File: config.mk
export PLATFORM = sky130hd
export DESIGN_NAME = cps_scheduler
export DESIGN_NICKNAME = d
export VERILOG_FILES = /design/src/verilog/cps_pkg.sv /design/src/verilog/cps_scheduler.sv
export VERILOG_INCLUDE_DIRS = /design/src /design/src/verilog
export SDC_FILE = /design/constraint.sdc
export NUM_CORES = 1
export LEC_CHECK = 0
export BUFFER_PORTS_ARGS = -buffer_cell sky130_fd_sc_hd__buf_2
export CORE_MARGIN = 5
export CORE_UTILIZATION = 54
export CTS_BUF_LIST = sky130_fd_sc_hd__clkbuf_8
export CTS_CLUSTER_SIZE = 30
export DETAILED_ROUTE_END_ITERATION = 6
export GPL_TIMING_DRIVEN = 0
export MAX_ROUTING_LAYER = met4
export PLACE_DENSITY = 0.76
export SETUP_SLACK_MARGIN = 0.05
export SLEW_MARGIN = 20
export SYNTH_ARGS = -nofsm -noshare
export SYNTH_HDL_FRONTEND = slang
export SYNTH_SLANG_ARGS = --single-unit
File: constraint.sdc
create_clock -name mclk -period 4.4 [get_ports mclk]
set_input_delay 0.88 -clock mclk [delete_from_list [all_inputs] [get_ports mclk]]
set_output_delay 0.88 -clock mclk [all_outputs]
set_load 0.02 [all_outputs]
File: src/verilog/cps_cfg.svh
`ifndef CPS_CFG_SVH
`define CPS_CFG_SVH

// Time base.
`define CPS_CLK_PERIOD_NS   10
`define CPS_MS_NS           1000000
`define CPS_CYC_PER_MS      (`CPS_MS_NS / `CPS_CLK_PERIOD_NS)

// Register byte offsets.
`define CPS_OFF_CTRL        12'h000
`define CPS_OFF_SYNC        12'h004
`define CPS_OFF_GAP         12'h008
`define CPS_OFF_POLICY      12'h00C
`define CPS_OFF_STATUS      12'h010
`define CPS_OFF_DOUT        12'h014
`define CPS_OFF_AOUT        12'h018
`define CPS_OFF_VER0        12'h01C
`define CPS_OFF_VER1        12'h020
`define CPS_OFF_NETCNT      12'h024
`define CPS_OFF_DIN         12'h028
`define CPS_OFF_AIN         12'h02C

// Reset values.
`define CPS_SYNC_RST        16'h000A
`define CPS_GAP_RST         16'h0005
`define CPS_POLICY_RST      4'h0

// Error confinement thresholds and the network count limit.
`define CPS_PASSIVE_LIM     9'h07F
`define CPS_OFF_LIM         9'h0FF
`define CPS_TALLY_MAX       9'h1FF
`define CPS_NET_LIMIT       32'h00000001

`endif

File: src/verilog/cps_pkg.sv
package cps_pkg;

	// Send policy per message.
	typedef enum logic {
		CPS_SYNCED  = 1'b0,
		CPS_CHANGED = 1'b1
	} cps_policy_type;

	// Bus state, one-hot.
	typedef enum logic [2:0] {
		CPS_BUS_OPER    = 3'b001,
		CPS_BUS_PASSIVE = 3'b010,
		CPS_BUS_OFF     = 3'b100
	} cps_bus_type;

	// Cycle phase, one-hot.
	typedef enum logic [2:0] {
		CPS_PH_WAIT = 3'b001,
		CPS_PH_OUT  = 3'b010,
		CPS_PH_IDLE = 3'b100
	} cps_phase_type;

endpackage

File: src/verilog/cps_scheduler.sv
// Implementation choices: the register addresses and the APB register port.
`timescale 1ns/1ns
`include "cps_cfg.svh"

// Operation
// [RL1] Send policy encodes periodic synchronized as 0, change-triggered as 1.
// [RL2] Four messages per node: digital in/out, analog in/out, policy each.
// [RL3] After reset all messages use periodic synchronized policy.
// [RL4] Master broadcasts a sync message regularly, each starts one cycle.
// [RL5] Sync spacing equals configured interval in whole milliseconds.
// [RL6] Periodic slaves latch and send inputs on each sync.
// [RL7] Outputs sent right after sync; nodes apply them at next sync.
// [RL8] Each cycle leaves idle time for non-periodic messages.
// [RL9] Software keeps sync interval above bit-rate and node-count minimum.
// [RL10] Change-triggered messages go only on data change, never on sync.
// [RL11] Change send on new slave input or new commanded master output.
// [RL12] Two successive data messages never closer than inhibit time; periodic outputs ignore it and both go out in one cycle.
// [RL13] Inhibit time is one millisecond value for the whole network.
// [RL14] Inhibit time is best about half the sync interval.
// [RL15] Transmit and receive error tallies count errors up, successes down.
// [RL16] Operational state takes full part, including error signalling.
// [RL17] Passive state detects errors but sends no active error flags.
// [RL18] Transmit tally above 255 enters bus-off, isolating the controller.
// [RL19] All parties share one standard bit rate, 1M down to 10k.
// [RL20] At most one network instance is supported.
// [RL21] Bootloader, firmware version, revision, subrevision are readable.
// [RL22] Error tallies and bus state readable as status; the status register shows only the low 8 bits of the receive tally.
// [RL23] Passive above 127 on either tally; operational when both at most 127.
module cps_scheduler #(
	parameter int CYC_PER_MS = `CPS_CYC_PER_MS,
	parameter logic [15:0] BOOT_VER = 16'h0001, // Arbitrary value.
	parameter logic [15:0] FW_VER   = 16'h0001, // Arbitrary value.
	parameter logic [7:0]  FW_REV   = 8'h01,    // Arbitrary value.
	parameter logic [15:0] FW_SUB   = 16'h0001  // Arbitrary value.
) (
	// Clock and reset.
	input  wire logic        mclk,
	input  wire logic        rst_n,
	// APB slave.
	input  wire logic        psel,
	input  wire logic        penable,
	input  wire logic        pwrite,
	input  wire logic [11:0] paddr,
	input  wire logic [31:0] pwdata,
	output logic      [31:0] prdata,
	output logic             pready,
	output logic             pslverr,
	// Message transmit request to the CAN controller.
	output logic             sync_req,
	output logic             dout_req,
	output logic             aout_req,
	output logic      [31:0] dout_data,
	output logic      [31:0] aout_data,
	input  wire logic        tx_done,
	// Inputs received from the nodes.
	input  wire logic        din_rx,
	input  wire logic        ain_rx,
	input  wire logic [31:0] din_data,
	input  wire logic [31:0] ain_data,
	// Error events from the bit engine.
	input  wire logic        tx_err,
	input  wire logic        tx_ok,
	input  wire logic        rx_err,
	input  wire logic        rx_ok,
	// Bus participation controls.
	output logic             err_flag_en,
	output logic             bus_isolate
);

	// Register state.
	logic                 enable_q;
	logic [15:0]          sync_ms_q;
	logic [15:0]          gap_ms_q;
	logic [3:0]           policy_q;
	logic [31:0]          dout_q;
	logic [31:0]          aout_q;
	logic [31:0]          din_q;
	logic [31:0]          ain_q;
	logic                 dout_new_q;
	logic                 aout_new_q;
	logic [8:0]           tec_q;
	logic [8:0]           rec_q;
	cps_pkg::cps_bus_type   bus_q;
	cps_pkg::cps_phase_type phase_q;
	// Time base.
	logic [31:0]          tick_cnt_q;
	logic                 ms_tick;
	logic [15:0]          sync_cnt_q;
	logic [15:0]          gap_cnt_q;
	logic                 sync_due;
	logic                 gap_open;
	logic                 wr;
	logic                 rd;
	logic                 dout_chg;
	logic                 aout_chg;
	logic                 bus_ok;
	logic                 dout_send;
	logic                 aout_send;

	assign wr = psel && penable && pwrite;
	assign rd = psel && !pwrite;
	// A transmit tally past the bus-off limit blocks sends in the very cycle
	// that the state machine moves to bus-off, so no request leaks out.
	assign bus_ok = (bus_q != cps_pkg::CPS_BUS_OFF) &&
		(tec_q <= `CPS_OFF_LIM); // [RL18]
	// Change-triggered sends require a new value and an open inhibit gap.
	assign dout_chg = policy_q[1] == cps_pkg::CPS_CHANGED; // [RL1] [RL2]
	assign aout_chg = policy_q[3] == cps_pkg::CPS_CHANGED; // [RL2]
	assign gap_open = (gap_cnt_q == 16'h0000); // [RL12] [RL13]

	// Millisecond strobe from the system clock.
	always_ff @(posedge mclk or negedge rst_n) begin
		if (!rst_n) begin
			tick_cnt_q <= 32'h00000000;
			ms_tick <= 1'b0;
		end else if (tick_cnt_q == 32'(CYC_PER_MS - 1)) begin
			tick_cnt_q <= 32'h00000000;
			ms_tick <= 1'b1;
		end else begin
			tick_cnt_q <= tick_cnt_q + 32'h00000001;
			ms_tick <= 1'b0;
		end
	end

	// Sync interval counter, one sync per configured millisecond count.
	// An interval of zero behaves as one millisecond.
	always_ff @(posedge mclk or negedge rst_n) begin
		if (!rst_n) begin
			sync_cnt_q <= 16'h0000;
		end else if (!enable_q) begin
			sync_cnt_q <= 16'h0000;
		end else if (ms_tick) begin
			if (sync_cnt_q + 16'h0001 >= sync_ms_q) begin // [RL5]
				sync_cnt_q <= 16'h0000;
			end else begin
				sync_cnt_q <= sync_cnt_q + 16'h0001;
			end
		end
	end
	assign sync_due = enable_q && ms_tick && bus_ok &&
		(sync_cnt_q + 16'h0001 >= sync_ms_q); // [RL4]

	// Cycle phase: sync, then outputs, then one idle cycle, then wait for the next sync.
	always_ff @(posedge mclk or negedge rst_n) begin
		if (!rst_n) begin
			phase_q <= cps_pkg::CPS_PH_WAIT;
		end else begin
			case (phase_q)
				cps_pkg::CPS_PH_WAIT: begin
					if (sync_due) begin
						phase_q <= cps_pkg::CPS_PH_OUT; // [RL7]
					end
				end
				cps_pkg::CPS_PH_OUT: begin
					phase_q <= cps_pkg::CPS_PH_IDLE;
				end
				cps_pkg::CPS_PH_IDLE: begin
					phase_q <= cps_pkg::CPS_PH_WAIT; // [RL8]
				end
				default: begin
					phase_q <= cps_pkg::CPS_PH_WAIT;
				end
			endcase
		end
	end

	// Send decisions; the pending flags and the inhibit timer act on these
	// at the same edge, so a change-triggered message goes out only once.
	assign dout_send = bus_ok && ((phase_q == cps_pkg::CPS_PH_OUT &&
		!dout_chg) || (dout_chg && dout_new_q &&
		gap_open && !sync_due)); // [RL7] [RL10] [RL11]
	assign aout_send = bus_ok && ((phase_q == cps_pkg::CPS_PH_OUT &&
		!aout_chg) || (aout_chg && aout_new_q && gap_open &&
		!dout_new_q && !sync_due)); // [RL10] [RL11] [RL12]

	// Transmit strobes to the one CAN controller, which keeps the single
	// bit rate shared by every party on the network.
	always_ff @(posedge mclk or negedge rst_n) begin
		if (!rst_n) begin
			sync_req <= 1'b0;
			dout_req <= 1'b0;
			aout_req <= 1'b0;
		end else begin
			sync_req <= sync_due; // [RL4] [RL19]
			dout_req <= dout_send;
			aout_req <= aout_send;
		end
	end

	// Output data registers reload from the written values on every clock.
	always_ff @(posedge mclk or negedge rst_n) begin
		if (!rst_n) begin
			dout_data <= 32'h00000000;
			aout_data <= 32'h00000000;
		end else begin
			dout_data <= dout_q;
			aout_data <= aout_q;
		end
	end

	// Inhibit timer restarts at every output send, periodic or change-triggered.
	always_ff @(posedge mclk or negedge rst_n) begin
		if (!rst_n) begin
			gap_cnt_q <= 16'h0000;
		end else if (dout_send || aout_send) begin
			gap_cnt_q <= gap_ms_q; // [RL12]
		end else if (ms_tick && gap_cnt_q != 16'h0000) begin
			gap_cnt_q <= gap_cnt_q - 16'h0001;
		end
	end

	// Pending change flags; a new write wins over the send clear.
	always_ff @(posedge mclk or negedge rst_n) begin
		if (!rst_n) begin
			dout_new_q <= 1'b0;
			aout_new_q <= 1'b0;
		end else begin
			if (wr && paddr == `CPS_OFF_DOUT) begin
				dout_new_q <= 1'b1; // [RL11]
			end else if (dout_send || !dout_chg) begin
				dout_new_q <= 1'b0;
			end
			if (wr && paddr == `CPS_OFF_AOUT) begin
				aout_new_q <= 1'b1; // [RL11]
			end else if (aout_send || !aout_chg) begin
				aout_new_q <= 1'b0;
			end
		end
	end

	// Software-written configuration and output values.
	always_ff @(posedge mclk or negedge rst_n) begin
		if (!rst_n) begin
			enable_q <= 1'b0;
			sync_ms_q <= `CPS_SYNC_RST;
			gap_ms_q <= `CPS_GAP_RST;
			policy_q <= `CPS_POLICY_RST; // [RL3]
			dout_q <= 32'h00000000;
			aout_q <= 32'h00000000;
		end else if (wr) begin
			case (paddr)
				`CPS_OFF_CTRL: enable_q <= pwdata[0];
				`CPS_OFF_SYNC: sync_ms_q <= pwdata[15:0]; // [RL5]
				`CPS_OFF_GAP: gap_ms_q <= pwdata[15:0]; // [RL13]
				`CPS_OFF_POLICY: policy_q <= pwdata[3:0]; // [RL2]
				`CPS_OFF_DOUT: dout_q <= pwdata;
				`CPS_OFF_AOUT: aout_q <= pwdata;
				default: begin
				end
			endcase
		end
	end

	// Latest input data received from the nodes.
	always_ff @(posedge mclk or negedge rst_n) begin
		if (!rst_n) begin
			din_q <= 32'h00000000;
			ain_q <= 32'h00000000;
		end else begin
			if (din_rx) begin
				din_q <= din_data; // [RL6]
			end
			if (ain_rx) begin
				ain_q <= ain_data;
			end
		end
	end

	// Error tallies, counting up on errors and down on successes.
	// They saturate, so a long error burst cannot wrap back to operational.
	always_ff @(posedge mclk or negedge rst_n) begin
		if (!rst_n) begin
			tec_q <= 9'h000;
			rec_q <= 9'h000;
		end else begin
			if (tx_err && tec_q != `CPS_TALLY_MAX) begin
				tec_q <= tec_q + 9'h001; // [RL15]
			end else if (tx_ok && !tx_err && tec_q != 9'h000) begin
				tec_q <= tec_q - 9'h001;
			end
			if (rx_err && rec_q != `CPS_TALLY_MAX) begin
				rec_q <= rec_q + 9'h001; // [RL15]
			end else if (rx_ok && !rx_err && rec_q != 9'h000) begin
				rec_q <= rec_q - 9'h001;
			end
		end
	end

	// Bus state machine; bus-off holds until reset.
	always_ff @(posedge mclk or negedge rst_n) begin
		if (!rst_n) begin
			bus_q <= cps_pkg::CPS_BUS_OPER;
		end else begin
			case (bus_q)
				cps_pkg::CPS_BUS_OPER, cps_pkg::CPS_BUS_PASSIVE: begin
					if (tec_q > `CPS_OFF_LIM) begin
						bus_q <= cps_pkg::CPS_BUS_OFF; // [RL18]
					end else if (tec_q > `CPS_PASSIVE_LIM ||
						rec_q > `CPS_PASSIVE_LIM) begin
						bus_q <= cps_pkg::CPS_BUS_PASSIVE; // [RL23]
					end else begin
						bus_q <= cps_pkg::CPS_BUS_OPER; // [RL23]
					end
				end
				cps_pkg::CPS_BUS_OFF: begin
					bus_q <= cps_pkg::CPS_BUS_OFF;
				end
				default: begin
					bus_q <= cps_pkg::CPS_BUS_OPER;
				end
			endcase
		end
	end

	// Participation controls follow the bus state.
	assign err_flag_en = (bus_q == cps_pkg::CPS_BUS_OPER); // [RL16] [RL17]
	assign bus_isolate = (bus_q == cps_pkg::CPS_BUS_OFF); // [RL18]

	// APB answers in the access cycle with no wait states.
	// Read data is latched in the setup cycle, so it stands at the access edge.
	assign pready = 1'b1;
	assign pslverr = 1'b0;
	always_ff @(posedge mclk or negedge rst_n) begin
		if (!rst_n) begin
			prdata <= 32'h00000000;
		end else if (rd && !penable) begin
			case (paddr)
				`CPS_OFF_CTRL: prdata <= {31'h0, enable_q};
				`CPS_OFF_SYNC: prdata <= {16'h0000, sync_ms_q};
				`CPS_OFF_GAP: prdata <= {16'h0000, gap_ms_q};
				`CPS_OFF_POLICY: prdata <= {28'h0, policy_q};
				`CPS_OFF_STATUS: prdata <= {5'h00, bus_q,
					rec_q[7:0], 7'h00, tec_q}; // [RL22]
				`CPS_OFF_DOUT: prdata <= dout_q;
				`CPS_OFF_AOUT: prdata <= aout_q;
				`CPS_OFF_VER0: prdata <= {BOOT_VER, FW_VER}; // [RL21]
				`CPS_OFF_VER1: prdata <= {FW_REV, 8'h00, FW_SUB}; // [RL21]
				`CPS_OFF_NETCNT: prdata <= `CPS_NET_LIMIT; // [RL20]
				`CPS_OFF_DIN: prdata <= din_q;
				`CPS_OFF_AIN: prdata <= ain_q;
				default: prdata <= 32'h00000000;
			endcase
		end
	end

endmodule

-- Word-level counts from Yosys, hierarchy flattened
Index checks and enable logic that the tools add are counted.
- bits in registers: 355
- output and inout port bits: 103
- mux-type cells: 21
- equal/unequal tests: 22
- reductions and logical operators: 59
- add/subtract/negate cells: 7
- $lt $le $gt $ge: 5
- operator list (operator ; count):
    32-bit one-hot mux with 12 select lines ; 1
    16-bit 2-to-1 mux ; 5
    12-bit by 5-bit equality test with 1-bit output (second input constant) ; 4
    12-bit by 6-bit equality test with 1-bit output (second input constant) ; 4
    9-bit 2-to-1 mux ; 4
    32-bit by 1-bit adder with 32-bit output (second input constant) ; 1
    32-bit by 17-bit equality test with 1-bit output (second input constant) ; 1
    32-bit 2-to-1 mux ; 1
    1-bit logical AND ; 28
    12-bit by 4-bit equality test with 1-bit output (second input constant) ; 2
    9-bit by 1-bit adder with 9-bit output (second input constant) ; 2
    9-bit by 7-bit > comparator with 1-bit output (second input constant) ; 2
    9-bit inequality test (second input constant) ; 2
    9-bit nonzero test ; 2
    9-bit by 1-bit subtractor with 9-bit output (second input constant) ; 2
    16-bit by 1-bit adder with 16-bit output (second input constant) ; 1
    16-bit greater-or-equal comparator ; 1
    16-bit logical NOT ; 1
    16-bit nonzero test ; 1
    16-bit by 1-bit subtractor with 16-bit output (second input constant) ; 1
    12-bit by 3-bit equality test with 1-bit output (second input constant) ; 1
    12-bit logical NOT ; 1
    3-bit one-hot mux with 2 select lines ; 2
    2-bit AND reduction ; 6
    15 further kinds ; 38

-- Longest topological paths before layout
Gate-level depths: netlist of the first run.
- depth after elaboration: 11
- mapped depth: 13
- gate-level depth less buffers: 12

-- Worst setup path after synthesis of the first run
No wires, ideal clock.
- kind: reg2reg
- start: reg sync_cnt_q[2]
- end: reg gap_cnt_q[10]
- data required time: 4.275 ns
- library setup time: 0.125 ns
- arrival time: 3.126 ns
- period minus slack after synthesis: 3.251 ns
- slack: 1.149 ns
- stages on the path, launching flop included: 14
- buffers on the path: 1
- cells stage by stage: dfrtp_1 and4_1 nand4_1 nor2_1 nand3_1 xnor2_1 ha_1 a21oi_1 o21ai_0 a31oi_1 nand2_1 o31ai_4 buf_12 mux2_4
- cells in the longest elaborated chain, start to end: 9
- elaborated cells between the ends (all ways): 13
- those cells by class: add/sub (1); order compare (1); mux (1); reduce/logical (10)
- ends and longest elaborated chain (what ; line ; source):
    start, declared ; cps_scheduler.sv:88 ; logic [15:0] sync_cnt_q;
    start signal, assigned ; cps_scheduler.sv:136 ; sync_cnt_q <= sync_cnt_q + 16'h0001;
    16-bit by 1-bit adder with 16-bit output (*) ; cps_scheduler.sv:141 ; (sync_cnt_q + 16'h0001 >= sync_ms_q);
    16-bit greater-or-equal comparator (*) ; cps_scheduler.sv:141 ;
    1-bit logical AND (*) ; cps_scheduler.sv:140 ; assign sync_due = enable_q && ms_tick && bus_ok &&
    1-bit logical NOT (*) ; cps_scheduler.sv:171, cps_scheduler.sv:174 ;
    1-bit logical AND, on equally long branches ; cps_scheduler.sv:171, cps_scheduler.sv:174 ;
    1-bit logical OR, on equally long branches ; cps_scheduler.sv:170, cps_scheduler.sv:173 ;
    1-bit logical AND, on equally long branches ; cps_scheduler.sv:169, cps_scheduler.sv:172 ;
    1-bit logical OR (*) ; cps_scheduler.sv:205 ; end else if (dout_send || aout_send) begin
    16-bit 2-to-1 mux or 2-bit nonzero test (tied branches) ; -- ;
    end signal, assigned ; cps_scheduler.sv:206 ; gap_cnt_q <= gap_ms_q;
    end signal, assigned ; cps_scheduler.sv:208 ; gap_cnt_q <= gap_cnt_q - 16'h0001;
    end, declared ; cps_scheduler.sv:89 ; logic [15:0] gap_cnt_q;
Mark *: on every way between the ends. The rest lies on a longest branch, timed or not.
A chain may end at the register's enable or synchronous reset.

-- Final worst setup path of the first run
Ends and elaborated chain as after synthesis.

==> metrics, run 1 <==
outcome=finished clean; crit path from=sync_cnt_q[2]$_DFFE_PN0P_; minimum clock period=3.79 ns; synthesized instance count=1,346; Die X=181 µm; Die ar.=32,600 µm²; Crit-path slowest cell=o31ai_4; origin of the critical flop-to-flop path=sync_cnt_q[2]$_DFFE_PN0P_; CTS Sinks=355; WP buf/inv=1; Post-Syn Area per Cell=11.7 µm²; sequential fraction of the synthesis area=0.566; CTS Buffer Depth=3; RSZ-0062 raised after global routing=no; Place WS=0.646 ns; vias in the first global route=12,500; # IOs=223; CP arrival=4.27 ns; Initial DRC Count=993; Max-slew headroom=0.233; Distinct cells, synth=78; P&R area growth vs syn=18.4%; synthesis-stage register bit count=355; crit path to=gap_cnt_q[10]$_DFFE_PN0P_; final setup margin=0.607 ns; Total Wirelength=44.9 mm; r2r endpoint=gap_cnt_q[10]$_DFFE_PN0P_; DRT Pass-1 Iters=5; Placed Area=17,400 µm²; Avg WL per Cell=21.7 µm; cts hold-fix bufs=0; drt drc=0; GRT Util Overall=0.284; Sum Neg Setup Slack=0 ns; synth top area cells=dfrtp_1, mux2_2, nand2_1, ha_1, xnor2_1; Post-synth top flop=dfrtp_1; Root Buffer=clkbuf_8; largest area contributor in the netlist=dfrtp_1; postcts setup bufs=0; Core ar.=28,700 µm²; measured slew at the worst slew-check pin=1.15 ns; clock-pin slew on the worst setup and hold paths=0.06 ns; CP max FO=10; Finished Cell Area=18,600 µm²; Crit path depth=13; GRT overflow=0; Slew Viols, Final=0; Final setup viols=0; number of synthesized flops with an enable pin=0; Worst Setup Start Kind=register; max_cap viols=0; Placer Congestion=0.947; CP max stage delay=0.58 ns; crit share post-route=0.862; maximum clock rate=0.264 GHz; Post-synth ARST share=1.00; Skew-Pair Late Insertion Delay=0.60 ns; CTS Buf Count=58; final hold vios=0; Hold Path Class=input port to async pin; H-tree depth=2; vias post-DR=12,100; Synth warnings=0; Port Buffers=216; Cell Pwr Density=417 nW/µm²; cell area after synthesis=15,700 µm²; Yosys top cell area share=0.556; Chip Height=181 µm; Final nets=1,781; share of cells above drive strength 1=0.293; Pwr Total=7.77 mW; Clock Skews=0.0153 ns; path depth of the worst reg2reg path=13; Leakage=9.17 nW; Site Rows=62; ANT nets after route=0; crit-path cells=and4_1 -> nand4_1 -> nor2_1 -> nand3_1 -> xnor2_1 -> ha_1 -> a21oi_1 -> o21ai_0 -> a31oi_1 -> nand2_1 -> o31ai_4 -> buf_12 -> mux2_4; reg2reg setup slack=0.61 ns; initial antenna violation count=7; largest net degree at the start of global routing=101; CP Data Required Time=4.88 ns; initial core utilization=0.548; post_cts resized=0; kind of cell adding the most delay to the critical path=simple AND/OR/NAND/NOR gates; Worst Setup End Kind=register; worst vdd ir=0.000185 V; crit path kind=register to register; dpl hpwl=33.1 mm; vias per std cell=5.86; CTS tree=done; Syn Nets=1,501; global-route wire length before repair=71.0 mm
-- cells in the final DEF (no fill, tap or decap), types with 8 or more instances in the layout --
master and n:
mux2_2 133, xnor2_1 43, xor2_1 29, o21a_1 14
clkbuf_8 70, clkbuf_1 37, nand3_1 38, a21oi_1 37
mux2_4 9, nor4_1 11, nand4_1 16, and3_1 10
a222oi_1 14, a22oi_1 36, inv_1 59, or3_1 8
a22o_1 16, ha_1 33, dfrtp_1 349, a221oi_1 11
buf_2 228, a21o_1 9, o21ai_0 44, nor3_1 20
nor3b_1 10, a31oi_1 17, nand2_1 165, nor2_1 79
-- state kept, by name, indices dropped and copies added, names as in the netlist, 3 cells and up --
register and flops:
gap_cnt_q 16, dout_q 32, prdata 32, policy_q 4, rec_q 9, dout_data 32
tec_q 9, sync_ms_q 16, aout_q 32, din_q 32, bus_q 3, phase_q 3
aout_data 32, ain_q 32, sync_cnt_q 16, gap_ms_q 16, tick_cnt_q 32
-- layer usage --
metal | up-vias | routed length, µm | GRT usage
li1 | 5424 | - | -
met1 | 6005 | 18100 | 0.369
met2 | 559 | 21700 | 0.455
met3 | 112 | 3680 | 0.0591
met4 | 0 | 1430 | 0.0853
met5 | - | 0 | -
-- worst min-delay path by stage --
stage,start,endpoint,slack (ns),cells past startpoint
after floorplan,dout_q[1]$_DFFE_PN0P_,dout_data[1]$_DFF_PN0_,0.37,0
after global placement,dout_q[0]$_DFFE_PN0P_,dout_data[0]$_DFF_PN0_,0.38,0
after detailed placement,dout_q[0]$_DFFE_PN0P_,dout_data[0]$_DFF_PN0_,0.38,0
after CTS,rst_n,ain_q[0]$_DFFE_PN0P_,0.30,1
after global routing,rst_n,ain_q[0]$_DFFE_PN0P_,0.32,1
final,rst_n,ain_q[0]$_DFFE_PN0P_,0.25,1
-- power breakdown --
part	total (mW)	internal (mW)	switching, mW
registers	3.73	3.48	0.251
logic	1.17	0.506	0.665
clock network	2.87	1.56	1.31
total	7.77	5.55	2.22
-- area by class of cell --
cell class | count | area, µm²
plain buffers | 59 | 260
well taps | 384 | 480
repair buffers | 220 | 1180
inverters | 32 | 120
flip-flops and latches | 355 | 8890
diodes | 6 | 15.0
clock buffers | 70 | 963
clock inverters | 39 | 224
multi-input cells | 900 | 6480
fillers | 2279 | 10100
-- metrics by stage --
stage / hold WS, ns / utilization / cells
final: 0.248 / 0.648 / 2065
after global routing: 0.320 / 0.648 / 2065
after CTS: 0.299 / 0.648 / 2059
after detailed placement: 0.384 / 0.606 / 1950
after global placement: 0.379 / 0.602 / 1946
after floorplan: 0.365 / - / 1346
-- Yosys cell counts (8+ instances only) --
library cell,count
nor2_1,79
a222oi_1,14
mux2_4,9
a221oi_1,11
nor3b_1,10
xor2_1,29
ha_1,33
inv_1,32
nand2_1,165
xnor2_1,43
a22oi_1,36
a22o_1,16
o21a_1,14
clkbuf_1,37
buf_2,12
nor4_1,12
o21ai_0,44
nor3_1,21
nand4_1,16
or3_1,8
and3_1,10
nand3_1,38
a21o_1,9
a31oi_1,17
a21oi_1,37
mux2_2,133
dfrtp_1,349
-- cell families after synthesis --
kind of cell | after synthesis | share of synthesized area
flops | 355 | 0.566
other cells | 2 | 0.000478
xor+xnor | 72 | 0.0401
simple gates | 407 | 0.126
buf+inv | 91 | 0.0242
compound gates | 238 | 0.108
fa+ha+maj | 35 | 0.0288
mux | 146 | 0.106
(Power assumes the default switching activity.)
==> run 2: changes to the inputs <==
- ABC_AREA: unset -> 1
- CORE_UTILIZATION: 54 -> 60
- PLACE_DENSITY: 0.76 -> 0.83
- clock period: 4.4 -> 3.67 ns (I/O delays scaled with it)
==> run 2 against run 1 <==
Worst hold slack better by 0.095 ns. Worst setup slack worse by 0.39 ns. Synthesized area is 3.4% higher. Power increased by 14%. Core utilization is 6.5 points higher. Highest routed layer unchanged. Critical path depth increased by 4. Sequential share of layout area down 1.3 points.
==> metrics, run 2 <==
outcome=finished clean; sequential share of power=0.487 (+0.007); internal power=6.31 mW (+14%); Post-Syn Area per Cell=8.72 µm² (-25%); Finished Cell Area=19,100 µm² (+2.8%); largest net degree at the start of global routing=105 (+4.0%); most frequent cells in the layout=nand2_1, dfrtp_1, inv_1; final setup margin=0.213 ns (-0.394 ns); CTS tree=done; initial core utilization=0.606 (+0.0586); Chip Height=175 µm (-3.4%); Root Buffer=clkbuf_8; synthesized instance count=1,863 (+38%); share of cells above drive strength 1=0.174 (-0.119); measured slew at the worst slew-check pin=1.03 ns (-0.121 ns); Total Wirelength=48.6 mm (+8.3%); Post-synth top flop=dfrtp_1; worst vdd ir=0.000423 V (+130%); Combinational Power Share=0.139 (-0.012); Sw Share=0.288 (+0.00249); minimum clock period=3.46 ns (-0.336 ns); most numerous cell in the Yosys netlist=nand2_1; vias in the first global route=14,300 (+14%); Place WS=0.171 ns (-0.475 ns); Worst Setup End Kind=register; DRT Pass-1 Iters=5 (unchanged); max_cap viols=0 (unchanged); dpl cells=2,425 (+24%); fin cells=2,534 (+23%); final hold vios=0 (unchanged); maximum clock rate=0.289 GHz (+9.7%); synth top area cells=dfrtp_1, nand2_1, inv_1, o21ai_0, xor2_1; Clk pwr share=0.374 (+0.005); Distinct cells, synth=52 (-33%); Yosys top cell area share=0.538 (-0.0181); Avg WL per Cell=19.2 µm (-12%); Die ar.=30,500 µm² (-6.6%); P&R area growth vs syn=17.7%; initial antenna violation count=5 (-2); Hold Path Class=input port to register; Initial DRC Count=1,691 (+70%); sequential fraction of the synthesis area=0.547 (-0.0184); cell area after synthesis=16,200 µm² (+3.4%); RSZ-0062 raised after global routing=no; Placer Congestion=0.965 (+1.9%); Leakage=10.1 nW (+9.6%); Final setup viols=0 (unchanged); Post-synth ARST share=1.00 (unchanged); CP max FO=10 (unchanged); CP Data Required Time=4.17 ns (-0.71 ns); synthesis-stage register bit count=355 (unchanged); Slew Viols, Final=0 (unchanged); crit path kind=register to register; Clock Skews=0.0344 ns (+0.0190 ns); Syn Nets=2,018 (+34%); clock-pin slew on the worst setup and hold paths=0.07 ns (about the same); H-tree depth=2 (unchanged); largest area contributor in the netlist=dfrtp_1; vias per std cell=5.75 (-1.9%); Worst Setup Start Kind=register; Port Buffers=217 (+0.46%); # IOs=223 (unchanged); Max-slew headroom=0.309 (+0.0757); commonest non-fill, non-tap cell in the layout=nand2_1; GRT Util Overall=0.324 (+0.0398); crit share post-route=0.942 (+0.0800); Die X=175 µm (-3.4%); GRT overflow=0 (unchanged); Cell Pwr Density=464 nW/µm² (+11%); number of synthesized flops with an enable pin=0 (unchanged); dpl hpwl=36.1 mm (+9.0%); Skew-Pair Late Insertion Delay=0.62 ns (+0.02 ns); ANT nets after route=0 (unchanged); Synth warnings=0 (unchanged); CTS Buffer Depth=3 (unchanged); drt drc=0 (unchanged); vias post-DR=14,600 (+20%); Final nets=2,303 (+29%); CTS Sinks=355 (unchanged); CTS Buf Count=55 (-5.2%); Site Rows=60 (-3.2%); Core ar.=26,800 µm² (-6.6%); Psw=2.56 mW (+15%); global-route wire length before repair=76.4 mm (+7.7%); post-layout util=0.714 (+0.0652); Post-synth top cells=nand2_1, dfrtp_1, inv_1; Placed Area=17,900 µm² (+2.7%); CP arrival=3.96 ns (-0.31 ns)
-- run 2: cells by family after synthesis --
kind of cell | Yosys count | share of synthesized area
DFF | 355 | 0.547
and+or+nand+nor | 700 | 0.184
adders and majority gates | 35 | 0.0279
AOI/OAI and AO/OA | 372 | 0.127
xor gates and xnor gates | 59 | 0.0318
other | 2 | 0.000462
muxes | 3 | 0.00208
buffers and inverters | 337 | 0.0800
-- run 2: routing by layer --
metal  routed length [µm]  track usage  share of wire
met1                19300        0.433           0.40
met3                 4960       0.0679           0.10
met2                22600        0.499           0.47
met4                 1710        0.110          0.035
met5                    0            -              0
-- run 2: stage by stage --
stage,hold slack (ns),TNS (ns),total power [mW]
final,0.343,0,8.87
after global routing,0.348,0,9.24
after CTS,0.341,0,8.85
after detailed placement,0.384,0,5.59
after global placement,0.378,-1635.49,5.51
after floorplan,0.374,0,5.11
-- run 2: timing repair --
item	in CTS	in global routing
endpoints found under the setup margin	0	36
resized for setup	0	20
hold endpoints to repair	2	0
setup buffers	0	6
hold buffers	1	0
-- run 2: cell type report --
class,instances,area [µm²]
antenna,5,12.5
buffer,67,292
clock buffer,69,950
clock inverter,28,148
fill,1999,7680
inverter,270,1010
multi-input combinational,1171,6130
sequential,355,8890
tap,341,427
timing repair buffer,228,1260
-- run 2: path summary, 6_finish.rpt --
check                                     startpoint                        end  slack, ns  depth (start not counted)
hold reg to reg               aout_q[20]$_DFFE_PN0P_    aout_data[20]$_DFF_PN0_       0.40                          0
setup / recovery           sync_cnt_q[0]$_DFFE_PN0P_  sync_cnt_q[3]$_DFFE_PN0P_       0.21                         17
max in group asynchronous                      rst_n    aout_data[13]$_DFF_PN0_       1.88                          4
hold / removal                          ain_data[21]      ain_q[21]$_DFFE_PN0P_       0.34                          3
min in group asynchronous                      rst_n       rec_q[7]$_DFFE_PN0P_       0.59                          2
setup reg to reg           sync_cnt_q[0]$_DFFE_PN0P_  sync_cnt_q[3]$_DFFE_PN0P_       0.21                         17
-- run 2: critical path: stages (launching register included) --
cell and delay [ns]:
dfrtp_1 0.39, ha_2 0.21, nand2_1 0.09, nor2_4 0.12, nand3_2 0.13, nor2_4 0.12, nand2_2 0.09, nor2_4 0.17
nand4_1 0.20, xor2_2 0.23, ha_1 0.28, nand2_1 0.10, o21ai_0 0.10, a21oi_1 0.12, nand2_1 0.09, nor2_1 0.46
inv_2 0.22, o22ai_1 0.23
-- run 2: power groups by stage --
stage          sequential, mW  combinational [mW]  clock (mW)
6_report                 4.32                1.23        3.31
5_1_grt                  4.33                1.38        3.53
4_1_cts                  4.31                1.22        3.32
3_5_place_dp             4.38                1.21           0
3_3_place_gp             4.37                1.14           0
2_1_floorplan            4.30               0.810           0
